===== config.mk =====
export PLATFORM = sky130hd
export DESIGN_NAME = module_state_status_bytes
export DESIGN_NICKNAME = d
export VERILOG_FILES = /design/src/pkg/module_state_pkg.sv /design/src/rtl/slot_record_encoder.sv /design/src/rtl/stream_fifo.sv /design/src/rtl/module_state_status_bytes.sv
export SDC_FILE = /design/constraint.sdc
export NUM_CORES = 2
export LEC_CHECK = 0
export ABC_AREA = 1
export BUFFER_PORTS_ARGS = -buffer_cell sky130_fd_sc_hd__buf_2
export CORE_UTILIZATION = 55
export CTS_BUF_LIST = sky130_fd_sc_hd__clkbuf_4 sky130_fd_sc_hd__clkbuf_8 sky130_fd_sc_hd__clkbuf_16
export DETAILED_ROUTE_END_ITERATION = 8
export GPL_TIMING_DRIVEN = 0
export HOLD_SLACK_MARGIN = 0.1
export PLACE_DENSITY = 0.86
export REMOVE_ABC_BUFFERS = 1
export SLEW_MARGIN = 40
export SYNTH_ARGS = -nofsm -noshare
export SYNTH_HDL_FRONTEND = slang
export SYNTH_SLANG_ARGS = --single-unit

===== constraint.sdc =====
create_clock -name ref_clk -period 61.2 [get_ports ref_clk]
set_input_delay 3.06 -clock ref_clk [delete_from_list [all_inputs] [get_ports ref_clk]]
set_output_delay 3.06 -clock ref_clk [all_outputs]
set_load 0.01 [all_outputs]

===== src/pkg/module_state_pkg.sv =====
// Purpose: shared constants and types for the module state data set builder
// Assumes: fifteen four-byte slots, CPU slot first, expansion slots in module order
// Notes:   state bits use 0 = fault, 1 = healthy; unused and reserved bits are driven to 1
package module_state_pkg;

    // data set geometry
    localparam int          NUM_EXP    = 14;
    localparam int          NUM_SLOTS  = 15;
    localparam int          SLOT_BYTES = 4;
    localparam int          SET_BYTES  = 60;
    localparam int          ADDR_W     = 6;
    localparam logic [5:0]  LAST_ADDR  = 6'h3B;
    localparam logic [5:0]  FIRST_ADDR = 6'h00;

    // stream buffer shape
    localparam int          FIFO_DEPTH = 8;
    localparam int          FIFO_WIDTH = 15;

    // fixed fill values
    localparam logic [7:0]  BYTE_ONES  = 8'hFF;
    localparam logic [31:0] REC_ONES   = 32'hFFFFFFFF;

    // byte 0 positions, safe and non-safe modules
    localparam int          B0_FAST    = 6;
    localparam int          B0_SUPPLY  = 5;
    localparam int          B0_CONFIG  = 4;
    localparam int          B0_EXT     = 2;
    localparam int          B0_INT     = 1;
    // byte 1 positions, safe and non-safe modules
    localparam int          B1_OUTDATA = 7;
    localparam int          B1_INDATA  = 6;
    // byte 0 positions, gateway modules
    localparam int          GW_OUTDATA = 6;
    localparam int          GW_INDATA  = 5;
    localparam int          GW_CONFIG  = 4;
    localparam int          GW_INT     = 1;

    // kind of module sitting in an expansion slot
    typedef enum logic [1:0] {KIND_SAFE, KIND_NONSAFE, KIND_GATEWAY, KIND_SPARE} slot_kind_t;

    // diagnostic results of one expansion slot, 1 = healthy
    typedef struct packed {
        logic       present;
        slot_kind_t kind;
        logic       fastOk;
        logic       supplyOk;
        logic       configOk;
        logic       extOk;
        logic       intOk;
        logic       outDataOk;
        logic       inDataOk;
        logic [3:0] twoChanOk;
        logic [7:0] pulseOk;
        logic [3:0] stuckHighOk;
        logic [3:0] stuckLowOk;
    } slot_diag_t;

endpackage


===== src/rtl/slot_record_encoder.sv =====
// Purpose: turns one slot's diagnostic results into its four state bytes
// Assumes: inputs already synchronised; purely combinational
// Notes:   rec[n] is state byte n; every bit not carrying a result stays at 1
`timescale 1ns/1ps
module slot_record_encoder (
    input  wire module_state_pkg::slot_diag_t diag,
    output logic [3:0][7:0]                  rec
);

    // build the record from the kind of module present
    always_comb begin
        rec = module_state_pkg::REC_ONES; // reserved, unused and absent bits all read 1
        if (diag.present) begin
            case (diag.kind)
                module_state_pkg::KIND_SAFE: begin
                    rec[0][module_state_pkg::B0_FAST]    = diag.fastOk;
                    rec[0][module_state_pkg::B0_SUPPLY]  = diag.supplyOk;
                    rec[0][module_state_pkg::B0_CONFIG]  = diag.configOk;
                    rec[0][module_state_pkg::B0_EXT]     = diag.extOk;
                    rec[0][module_state_pkg::B0_INT]     = diag.intOk;
                    rec[1][module_state_pkg::B1_OUTDATA] = diag.outDataOk;
                    rec[1][module_state_pkg::B1_INDATA]  = diag.inDataOk;
                    rec[1][3:0]                          = diag.twoChanOk;
                    rec[2]                               = diag.pulseOk;
                    // stuck-high at even bit, stuck-low just above
                    for (int k = 0; k < 4; k++) begin
                        rec[3][2*k]   = diag.stuckHighOk[k];
                        rec[3][2*k+1] = diag.stuckLowOk[k];
                    end
                end
                module_state_pkg::KIND_NONSAFE: begin
                    rec[0][module_state_pkg::B0_SUPPLY]  = diag.supplyOk;
                    rec[0][module_state_pkg::B0_CONFIG]  = diag.configOk;
                    rec[0][module_state_pkg::B0_EXT]     = diag.extOk;
                    rec[0][module_state_pkg::B0_INT]     = diag.intOk;
                    rec[1][module_state_pkg::B1_OUTDATA] = diag.outDataOk;
                    rec[1][module_state_pkg::B1_INDATA]  = diag.inDataOk;
                end
                module_state_pkg::KIND_GATEWAY: begin
                    rec[0][module_state_pkg::GW_OUTDATA] = diag.outDataOk;
                    rec[0][module_state_pkg::GW_INDATA]  = diag.inDataOk;
                    rec[0][module_state_pkg::GW_CONFIG]  = diag.configOk;
                    rec[0][module_state_pkg::GW_INT]     = diag.intOk;
                end
                default: begin
                    rec = module_state_pkg::REC_ONES; // spare code reports like an empty slot
                end
            endcase
        end
    end

endmodule


===== src/rtl/stream_fifo.sv =====
// Purpose: small synchronous FIFO between the frame builder and the network port
// Assumes: DEPTH is a power of two
// Notes:   output word comes straight from the storage array
`timescale 1ns/1ps
module stream_fifo #(
    parameter int WIDTH = 15,
    parameter int DEPTH = 8
) (
    input  wire logic             clk,
    input  wire logic             rstSyncN,
    input  wire logic             inValid,
    output logic                  inReady,
    input  wire logic [WIDTH-1:0] inData,
    output logic                  outValid,
    input  wire logic             outReady,
    output logic      [WIDTH-1:0] outData
);

    localparam int AW = $clog2(DEPTH);

    typedef struct packed {
        logic [DEPTH-1:0][WIDTH-1:0] mem;
        logic [AW-1:0]               wr;
        logic [AW-1:0]               rd;
        logic [AW:0]                 cnt;
    } fifo_state_t;

    fifo_state_t st_ff;
    fifo_state_t nxt_st;
    logic        doPush;
    logic        doPop;

    // honest full and empty from the fill count
    assign inReady  = (st_ff.cnt != (AW+1)'(DEPTH));
    assign outValid = (st_ff.cnt != '0);
    assign outData  = st_ff.mem[st_ff.rd];
    assign doPush   = inValid && inReady;
    assign doPop    = outValid && outReady;

    // pointer and count update
    always_comb begin
        nxt_st = st_ff;
        if (doPush) begin
            nxt_st.mem[st_ff.wr] = inData;
            nxt_st.wr            = AW'(st_ff.wr + 1'b1);
        end
        if (doPop) begin
            nxt_st.rd = AW'(st_ff.rd + 1'b1);
        end
        if (doPush && !doPop) begin
            nxt_st.cnt = (AW+1)'(st_ff.cnt + 1'b1);
        end else if (doPop && !doPush) begin
            nxt_st.cnt = (AW+1)'(st_ff.cnt - 1'b1);
        end
    end

    // state register
    always_ff @(posedge clk or negedge rstSyncN) begin
        if (!rstSyncN) begin
            st_ff <= '0;
        end else begin
            st_ff <= nxt_st;
        end
    end

endmodule


===== src/rtl/module_state_status_bytes.sv =====
// Purpose: builds the 60-byte module state data set and streams it to the network side
// Assumes: diagnostic inputs arrive from other logic asynchronously and are resynchronised here
// Notes:   one snapshot per frame; frames repeat back to back, stalled only by netReady
//
// Behaviour
// - every state bit reads 0 for a fault and 1 for healthy operation
// - safe module byte 0: fast shut-off, supply, config, external, internal; bit 7 reserved
// - safe module byte 1: output data bit 7, input data bit 6, two-channel bits 3..0
// - safe module byte 2: test pulse result of input n at bit n-1
// - safe module byte 3: output k stuck-high at bit 2(k-1), stuck-low next
// - non-safe module: supply, config, external, internal in byte 0; data states in byte 1
// - non-safe modules carry meaning in bytes 0 and 1, gateway modules in byte 0 only, rest reserved
// - gateway byte 0: output data, input data, config, internal; others reserved
// - every reserved bit is a constant 1
// - unused history and executing bits read 1; reader ignores them
// - an empty slot reports all ones, reserved bits included
// - data set is 60 bytes: CPU slot first, then one slot per module
// - within a slot byte 3 goes first and byte 0 last
`timescale 1ns/1ps
module module_state_status_bytes (
    input  wire logic                                       ref_clk,
    input  wire logic                                       rst_n,
    input  wire logic [3:0][7:0]                            cpuStateBytes,
    input  wire logic [module_state_pkg::NUM_EXP-1:0]       slotPresent,
    input  wire logic [module_state_pkg::NUM_EXP-1:0][1:0]  slotKind,
    input  wire logic [module_state_pkg::NUM_EXP-1:0]       fastShutOk,
    input  wire logic [module_state_pkg::NUM_EXP-1:0]       supplyOk,
    input  wire logic [module_state_pkg::NUM_EXP-1:0]       configOk,
    input  wire logic [module_state_pkg::NUM_EXP-1:0]       extStateOk,
    input  wire logic [module_state_pkg::NUM_EXP-1:0]       intStateOk,
    input  wire logic [module_state_pkg::NUM_EXP-1:0]       outDataOk,
    input  wire logic [module_state_pkg::NUM_EXP-1:0]       inDataOk,
    input  wire logic [module_state_pkg::NUM_EXP-1:0][3:0]  twoChanOk,
    input  wire logic [module_state_pkg::NUM_EXP-1:0][7:0]  testPulseOk,
    input  wire logic [module_state_pkg::NUM_EXP-1:0][3:0]  stuckHighOk,
    input  wire logic [module_state_pkg::NUM_EXP-1:0][3:0]  stuckLowOk,
    output logic      [7:0]                                 netData,
    output logic      [5:0]                                 netAddr,
    output logic                                            netLast,
    output logic                                            netValid,
    input  wire logic                                       netReady,
    output logic                                            frameBusy
);

    // frame phases
    typedef enum logic {ST_SNAP, ST_SEND} phase_t;

    // whole module state
    typedef struct packed {
        module_state_pkg::slot_diag_t [module_state_pkg::NUM_EXP-1:0]   diagMeta;
        module_state_pkg::slot_diag_t [module_state_pkg::NUM_EXP-1:0]   diagSync;
        logic [3:0][7:0]                                                cpuMeta;
        logic [3:0][7:0]                                                cpuSync;
        phase_t                                                         phase;
        logic [module_state_pkg::SET_BYTES-1:0][7:0]                    snap;
        logic [5:0]                                                     addr;
    } core_state_t;

    core_state_t                                                 st_ff;
    core_state_t                                                 nxt_st;
    logic [1:0]                                                  rstPipe_ff;
    logic                                                        rstSyncN;
    module_state_pkg::slot_diag_t [module_state_pkg::NUM_EXP-1:0] diagIn;
    logic [module_state_pkg::NUM_EXP-1:0][3:0][7:0]              recs;
    logic [module_state_pkg::NUM_SLOTS-1:0][3:0][7:0]            allRecs;
    logic                                                        pushValid;
    logic                                                        pushReady;
    logic [module_state_pkg::FIFO_WIDTH-1:0]                     pushWord;
    logic [module_state_pkg::FIFO_WIDTH-1:0]                     popWord;
    logic                                                        pushLast;

    // byte at network address a: slot a/4, state byte 3 - a%4
    function automatic logic [7:0] set_byte(
        input logic [module_state_pkg::NUM_SLOTS-1:0][3:0][7:0] r,
        input int                                               a
    );
        set_byte = r[a / module_state_pkg::SLOT_BYTES][(module_state_pkg::SLOT_BYTES - 1)
                   - (a % module_state_pkg::SLOT_BYTES)];
    endfunction

    // reset release through two flops
    always_ff @(posedge ref_clk or negedge rst_n) begin
        if (!rst_n) begin
            rstPipe_ff <= 2'h0;
        end else begin
            rstPipe_ff <= {rstPipe_ff[0], 1'b1};
        end
    end
    assign rstSyncN = rstPipe_ff[1];

    // gather the loose per-slot ports into records
    always_comb begin
        for (int i = 0; i < module_state_pkg::NUM_EXP; i++) begin
            diagIn[i].present     = slotPresent[i];
            diagIn[i].kind        = module_state_pkg::slot_kind_t'(slotKind[i]);
            diagIn[i].fastOk      = fastShutOk[i];
            diagIn[i].supplyOk    = supplyOk[i];
            diagIn[i].configOk    = configOk[i];
            diagIn[i].extOk       = extStateOk[i];
            diagIn[i].intOk       = intStateOk[i];
            diagIn[i].outDataOk   = outDataOk[i];
            diagIn[i].inDataOk    = inDataOk[i];
            diagIn[i].twoChanOk   = twoChanOk[i];
            diagIn[i].pulseOk     = testPulseOk[i];
            diagIn[i].stuckHighOk = stuckHighOk[i];
            diagIn[i].stuckLowOk  = stuckLowOk[i];
        end
    end

    // one encoder per expansion slot, fed from the second sync stage
    for (genvar g = 0; g < module_state_pkg::NUM_EXP; g++) begin : gSlot
        slot_record_encoder uEnc (
            .diag (st_ff.diagSync[g]),
            .rec  (recs[g])
        );

        // empty slot reads all ones
        absentSlot_a: assert property (@(posedge ref_clk) disable iff (!rstSyncN)
            !st_ff.diagSync[g].present |-> recs[g] == module_state_pkg::REC_ONES)
            else $error("empty slot record not all ones");

        // safe module stuck-at byte interleaves high and low per output
        stuckLayout_a: assert property (@(posedge ref_clk) disable iff (!rstSyncN)
            st_ff.diagSync[g].present && st_ff.diagSync[g].kind == module_state_pkg::KIND_SAFE
            |-> recs[g][3] == {st_ff.diagSync[g].stuckLowOk[3], st_ff.diagSync[g].stuckHighOk[3],
                               st_ff.diagSync[g].stuckLowOk[2], st_ff.diagSync[g].stuckHighOk[2],
                               st_ff.diagSync[g].stuckLowOk[1], st_ff.diagSync[g].stuckHighOk[1],
                               st_ff.diagSync[g].stuckLowOk[0], st_ff.diagSync[g].stuckHighOk[0]})
            else $error("safe stuck-at byte misplaced");

        // safe module bytes 1 and 2 with their reserved bits
        safeLayout_a: assert property (@(posedge ref_clk) disable iff (!rstSyncN)
            st_ff.diagSync[g].present && st_ff.diagSync[g].kind == module_state_pkg::KIND_SAFE
            |-> recs[g][1] == {st_ff.diagSync[g].outDataOk, st_ff.diagSync[g].inDataOk, 2'h3,
                               st_ff.diagSync[g].twoChanOk}
                && recs[g][2] == st_ff.diagSync[g].pulseOk && recs[g][0][7] && recs[g][0][3])
            else $error("safe byte 1 or 2 wrong");

        // gateway record: only byte 0 carries results
        gatewayLayout_a: assert property (@(posedge ref_clk) disable iff (!rstSyncN)
            st_ff.diagSync[g].present && st_ff.diagSync[g].kind == module_state_pkg::KIND_GATEWAY
            |-> recs[g][0] == {1'b1, st_ff.diagSync[g].outDataOk, st_ff.diagSync[g].inDataOk,
                               st_ff.diagSync[g].configOk, 2'h3, st_ff.diagSync[g].intOk, 1'b1}
                && recs[g][3:1] == 24'hFFFFFF)
            else $error("gateway record wrong");

        // non-safe record: bytes 2 and 3 reserved, byte 1 low bits reserved
        nonsafeLayout_a: assert property (@(posedge ref_clk) disable iff (!rstSyncN)
            st_ff.diagSync[g].present && st_ff.diagSync[g].kind == module_state_pkg::KIND_NONSAFE
            |-> recs[g][3:2] == 16'hFFFF && recs[g][1][5:0] == 6'h3F
                && recs[g][0][7:6] == 2'h3 && recs[g][0][3] && recs[g][0][0]
                && recs[g][0][1] == st_ff.diagSync[g].intOk)
            else $error("non-safe record wrong");
    end

    // CPU slot first, expansion slots after it in module order
    assign allRecs = {recs, st_ff.cpuSync};

    // frame builder: snapshot, then walk all sixty addresses
    always_comb begin
        nxt_st          = st_ff;
        nxt_st.diagMeta = diagIn;
        nxt_st.diagSync = st_ff.diagMeta;
        nxt_st.cpuMeta  = cpuStateBytes;
        nxt_st.cpuSync  = st_ff.cpuMeta;
        case (st_ff.phase)
            ST_SNAP: begin
                // fresh copy of every slot each frame
                for (int a = 0; a < module_state_pkg::SET_BYTES; a++) begin
                    nxt_st.snap[a] = set_byte(allRecs, a);
                end
                nxt_st.addr  = module_state_pkg::FIRST_ADDR;
                nxt_st.phase = ST_SEND;
            end
            ST_SEND: begin
                // advance only when the buffer took the byte
                if (pushReady) begin
                    if (st_ff.addr == module_state_pkg::LAST_ADDR) begin
                        nxt_st.phase = ST_SNAP;
                    end else begin
                        nxt_st.addr = 6'(st_ff.addr + 6'h01);
                    end
                end
            end
            default: begin
                nxt_st.phase = ST_SNAP;
            end
        endcase
    end

    // state register; snapshot starts all ones but is retaken before any push, so the first frame's CPU slot reads 0
    always_ff @(posedge ref_clk or negedge rstSyncN) begin
        if (!rstSyncN) begin
            st_ff       <= '0;
            st_ff.snap  <= '1;
            st_ff.phase <= ST_SNAP;
        end else begin
            st_ff <= nxt_st;
        end
    end

    // push side of the buffer
    assign pushValid = (st_ff.phase == ST_SEND);
    assign pushLast  = (st_ff.addr == module_state_pkg::LAST_ADDR);
    assign pushWord  = {pushLast, st_ff.addr, st_ff.snap[st_ff.addr]};

    stream_fifo #(
        .WIDTH (module_state_pkg::FIFO_WIDTH),
        .DEPTH (module_state_pkg::FIFO_DEPTH)
    ) uFifo (
        .clk      (ref_clk),
        .rstSyncN (rstSyncN),
        .inValid  (pushValid),
        .inReady  (pushReady),
        .inData   (pushWord),
        .outValid (netValid),
        .outReady (netReady),
        .outData  (popWord)
    );

    // network side fields, taken from the buffer storage
    assign netData   = popWord[7:0];
    assign netAddr   = popWord[13:8];
    assign netLast   = popWord[14];
    assign frameBusy = (st_ff.phase == ST_SEND);

    // frame ends on address 59, then one snapshot cycle, then address 0
    frameWrap_a: assert property (@(posedge ref_clk) disable iff (!rstSyncN)
        pushValid && pushReady && st_ff.addr == module_state_pkg::LAST_ADDR
        |=> st_ff.phase == ST_SNAP ##1 (st_ff.phase == ST_SEND && st_ff.addr == 6'h00))
        else $error("frame did not wrap after byte 59");

    // addresses step by one per accepted byte, hold while stalled
    addrStep_a: assert property (@(posedge ref_clk) disable iff (!rstSyncN)
        pushValid && st_ff.addr != module_state_pkg::LAST_ADDR
        |=> st_ff.addr == ($past(pushReady) ? 6'($past(st_ff.addr) + 6'h01) : $past(st_ff.addr)))
        else $error("address step wrong");

    // CPU slot sits at addresses 0..3 in reverse byte order
    cpuFirst_a: assert property (@(posedge ref_clk) disable iff (!rstSyncN)
        st_ff.phase == ST_SNAP
        |=> st_ff.snap[3:0] == {$past(st_ff.cpuSync[0]), $past(st_ff.cpuSync[1]),
                                $past(st_ff.cpuSync[2]), $past(st_ff.cpuSync[3])})
        else $error("CPU slot misplaced");

    // byte 0 of the second expansion module lands at address 11, byte 3 at 8, last module byte 0 at 59
    slotOrder_a: assert property (@(posedge ref_clk) disable iff (!rstSyncN)
        st_ff.phase == ST_SNAP
        |=> st_ff.snap[11] == $past(recs[1][0]) && st_ff.snap[8] == $past(recs[1][3])
            && st_ff.snap[59] == $past(recs[module_state_pkg::NUM_EXP-1][0]))
        else $error("reverse byte order broken");

    // a fault present at snapshot shows as 0 in that frame's data
    faultRefresh_a: assert property (@(posedge ref_clk) disable iff (!rstSyncN)
        st_ff.phase == ST_SNAP && st_ff.diagSync[0].present && !st_ff.diagSync[0].intOk
        && st_ff.diagSync[0].kind != module_state_pkg::KIND_SPARE
        |=> !st_ff.snap[7][module_state_pkg::B0_INT])
        else $error("fault not carried into frame");

    // byte pushed matches the snapshot at its address, address stays inside the set
    pushData_a: assert property (@(posedge ref_clk) disable iff (!rstSyncN)
        pushValid |-> pushWord[13:8] <= module_state_pkg::LAST_ADDR && pushWord[7:0] == st_ff.snap[st_ff.addr]
            && pushWord[14] == (pushWord[13:8] == module_state_pkg::LAST_ADDR))
        else $error("pushed byte differs from snapshot");

    // main scenarios
    frameDone_c: cover property (@(posedge ref_clk) disable iff (!rstSyncN)
        netValid && netReady && netLast);
    stall_c: cover property (@(posedge ref_clk) disable iff (!rstSyncN)
        pushValid && !pushReady);
    safeFault_c: cover property (@(posedge ref_clk) disable iff (!rstSyncN)
        st_ff.phase == ST_SNAP && st_ff.diagSync[1].present && recs[1][3] != 8'hFF);

endmodule


Word-level counts from Yosys, hierarchy flattened --
Index checks and enable logic that the tools add are counted.
Storage, ports and cells: input port bits 455, flip-flop bits (word level) 1523
Operators by class: $add $sub $neg 5, reductions and logical operators 52, multiplexer cells 127, equality and inequality tests 32, bitwise operators 1, order comparisons 4
Operator list (count):
- $mux 32 | 14
- $mux 16 | 14
- $bwmux 120 | 1
- $mux 4 | 16
- $pmux 2 s2 | 14
- $bmux 8 s6 | 1
- $bmux 15 s3 | 1
- $demux 15 s3 | 1
- $reduce_or 3->1 | 14
- $mux 1 | 30
- $mux 15 | 2
- $pmux 1 s2 | 15
- $eq 2x1->1 const B | 14
- $eq 2x2->1 const B | 14
- $logic_not 2->1 | 14
- $mux 2 | 14
- $reduce_or 2->1 | 14
- $mux 6 | 2
- $pmux 6 s2 | 1
- $lt 3x4->1 const B | 2
- $mux 8 | 1
- $lt 6x7->1 const B | 1
- $add 3x1->3 const B | 2
- $add 6x1->6 const B | 1
- other kinds (13) | 18

Logic depth before layout (Yosys ltp) --
depth in word-level cells 6, mapped depth 16, gate-level depth less buffers 15

Hierarchy --
Synthesis repeated with hierarchy kept, for this count alone.
Second synthesis, totals: cell total of the unflattened synthesis 6172, area, all modules 58526.1 µm²
Modules (own cells, without submodules):
- module_state_status_bytes | sequential area each 35459.0 µm², times used 1, cells each 4128, area each 46681.0 µm²
- stream_fifo | sequential area each 3253.1 µm², times used 1, cells each 1022, area each 7080.5 µm²
- slot_record_encoder | sequential area each 0.0 µm², times used 14, cells each 73, area each 340.3 µm²

Worst setup path before layout --
OpenSTA, ideal clock, no wires.
path kind register to output, from reg uFifo.st_ff[4] (netlist bit), to out netData[6], data arrival time 1.487 ns, path slack 56.653 ns, buffers on the path 2, stages on the path, launching flop included 8, data required time 58.140 ns, path through dfrtp_1 inv_1 clkbuf_1 clkbuf_1 o21ai_0 o22ai_1 nor2_1 a31oi_1
Between the ends: cells in the longest elaborated chain, start to end 2
Ends and longest elaborated chain:
- from (decl) | line stream_fifo.sv:28 | fifo_state_t st_ff;
- from (signal assigned) | line stream_fifo.sv:62 | st_ff <= nxt_st;
- $bmux 15 s3 | line stream_fifo.sv:36 | assign outData = st_ff.mem[st_ff.rd];
- $mux 15 (implied by the code) | line stream_fifo.sv:36
- to (decl) | line module_state_status_bytes.sv:37 | output logic [7:0] netData,
Every way passes these cells. The select of a mux whose other input is x is not followed.

Worst setup path after layout --
from reg uFifo.st_ff[5] (netlist bit), to out netData[0]
The elaborated chain is that of the path after synthesis.

==> flow_summary.ini <==
[clock_network]
h-tree-depth = 4
holdBufCountCts = 0
cts_setup_buffers = 0
cts_tree = yes
cts_resized = 0
numClockSinks = 1453
clockBufferDepth = 3
cts_buffers = 140
clk_latency_ns = 0.77
clk_pin_slew_ns = 0.07
cts_root_buffer = clkbuf_16

[placement]
dp_slack_ns = 55.89
place.gp.congestion = 0.839
dp_hpwl_um = 87000
io_buffers = 471

[synth]
synth_warnings = 0
ys_seq_area_share_pct = 74.0
synth_top_area_share_pct = 52.4
synth_edf_count = 0
ys_top_cells_by_area = dfrtp_1 52%, dfstp_2 22%, nand2_1 5.7%, nor2_1 5.1%, a21oi_1 2.6%
yosys.area.top_type = dfrtp_1
netlist_instances = 4394
syn_avg_cell_area_um2 = 11.3
yosys-top-cells-count = 1,043 x dfrtp_1, 750 x nand2_1, 677 x nor2_1
synth.most_common_cell = dfrtp_1
synthesis.area_mm2 = 0.0498
yosys.cell_types.count = 38
ys.flop_type = dfrtp_1
ys_ff_latch = 1453
ys_async_sr_fraction_pct = 100

[die]
placementRows = 110
io_pins = 472
die_w_um = 303
die_y_um = 303
die_area_mm2 = 0.0918
start_util_pct = 55.4
core_area_mm2 = 0.0899

[routing]
dr.pass1.iters = 6
drc = 0
ant_nets = 0
wirelength_um = 142000
vias = 35704
routed_via_density = 5.81
drt_iter0_markers = 4173
wire_per_inst_um = 23.1

[power_and_ir_drop]
p_leak_uw = 0.0270
p_per_area_mw_per_mm2 = 51.9
vdd_ir_drop_max_mv = 0.0314

[timing]
setup_viol_count_final = 0
relSlewSlack_pct = 41.4
worst_pin_slew_ns = 0.875
rsz0062_at_grt = false
setup_slack_ns = 54.98
fin_tns_setup_ns = 0
finalHoldViolations = 0
post-route-min-period_ns = 6.22
timing.final.crit_share_pct = 10.2
clock_skew_ns = 0.0335
drv_slew = 0
fmaxAchievable_ghz = 0.161

[hold_path]
hp-class = reg -> async

[worst_setup_path]
max_stage_delay_ns = 0.82
crit_chain = inv_2 > a21oi_1 > o21ai_0 > nand2_1 > nor2_1 > a31oi_1 > buf_2
cp-end-kind = output port
crit_fanout = 32
cpMaxStageDelayCell = dfrtp_2
path_class = reg -> out
cp.required_ns = 58.14
critPathArrivalTime_ns = 3.16
critPathLaunchType = register
r2r_slack_ns = 56.96

[finish]
syn2layout_area_growth_pct = 19.2
fin_nets = 5305
fillers = 5911
drive_gt1_share_pct = 25.2

[status]
outcome = finished clean

[grt]
grt_first_pass_wirelength_um = 214000
grt_max_degree = 91
grt_pass1_vias = 37248
antenna_found_initial = 14
grt_overflow = 0
grt_usage_pct = 31.4

[job]
drv_cap = 0
metrics by stage:
| step | std cells | instance area (um^2) | hold slack, ns | power (uW) | util (%) |
|---|---|---|---|---|---|
| after floorplan | 4160 | 48900 | 0.331 | 1780 | - |
| after global placement | 5807 | 52700 | 0.331 | 2060 | 58.6 |
| after detailed placement | 5877 | 54200 | 0.215 | 2120 | 60.3 |
| after CTS | 6139 | 59300 | 0.221 | 3070 | 66.0 |
| after global routing | 6146 | 59400 | 0.237 | 3210 | 66.1 |
| final | 6147 | 59400 | 0.208 | 3080 | 66.1 |
worst max-delay path: cells and delay by family (launching register included):
kind                   cells  cell delay [ns]
DFF                        1             0.82
AOI/OAI and AO/OA          3             0.69
buffers and inverters      2             0.66
and+or+nand+nor            2             0.19
report_power, final:
| group | switching [uW] | internal [uW] |
|---|---|---|
| clock network | 390 | 547 |
| logic | 545 | 248 |
| registers | 119 | 1230 |
sequential cells by signal, indices dropped and copies added (netlist names):
signal / cells
allRecs: 32
frameBusy: 1
nxt_st: 452
pushWord: 6
rstPipe_ff: 2
st_ff: 830
uFifo.st_ff: 130
layout by cell type, fill, tap and decap left out, types with 141 or more instances in the layout:
| master | n |
|---|---|
| nand2_1 | 742 |
| o21ai_0 | 206 |
| a21oi_1 | 262 |
| nand3_1 | 141 |
| nor2_1 | 672 |
| nor3_1 | 213 |
| clkbuf_16 | 141 |
| buf_2 | 472 |
| inv_1 | 223 |
| dfstp_2 | 410 |
| dfrtp_1 | 1036 |
layout make-up:
| class | instances | area, um^2 | share of cell area [%] |
|---|---|---|---|
| repair buffers | 541 | 3790 | 6.38 |
| flip-flops and latches | 1453 | 36900 | 62.1 |
| clock buffers | 203 | 4210 | 7.10 |
| diodes | 8 | 20.0 | 0.0337 |
| well taps | 1176 | 1470 | 2.48 |
| clock inverters | 59 | 910 | 1.53 |
| multi-input cells | 2472 | 11200 | 18.8 |
| inverters | 235 | 911 | 1.53 |
worst paths after layout:
path | startpoint | endpoint | depth (start not counted)
setup / recovery | uFifo.st_ff[5] | netData[0] | 7
hold / removal | rstPipe_ff[1] | st_ff[680] | 0
setup reg to reg | pushWord[10] | uFifo.st_ff[100] | 13
hold reg to reg | rstPipe_ff[1] | st_ff[680] | 0
max in group asynchronous | rstPipe_ff[1] | st_ff[465] | 8
min in group ref_clk | nxt_st[650] | st_ff[650] | 0
logic make-up after synthesis:
| kind of cell | count (synthesis) | share of synthesized area (%) |
|---|---|---|
| and+or+nand+nor | 1822 | 14.8 |
| AOI/OAI and AO/OA | 634 | 7.10 |
| muxes | 2 | 0.0402 |
| xor gates and xnor gates | 6 | 0.106 |
| adders and majority gates | 7 | 0.191 |
| DFF | 1453 | 74.0 |
| other | 1 | 0.00753 |
| buffers and inverters | 469 | 3.68 |
layer usage:
layer | vias to the layer above | GRT usage [%] | part of all wire [%]
li1 | 15110 | - | -
met1 | 17884 | 38.4 | 36
met2 | 2088 | 51.1 | 49
met3 | 610 | 6.63 | 7.9
met4 | 12 | 20.4 | 7.2
met5 | - | 0 | 0.058
(Power assumes the default switching activity.)
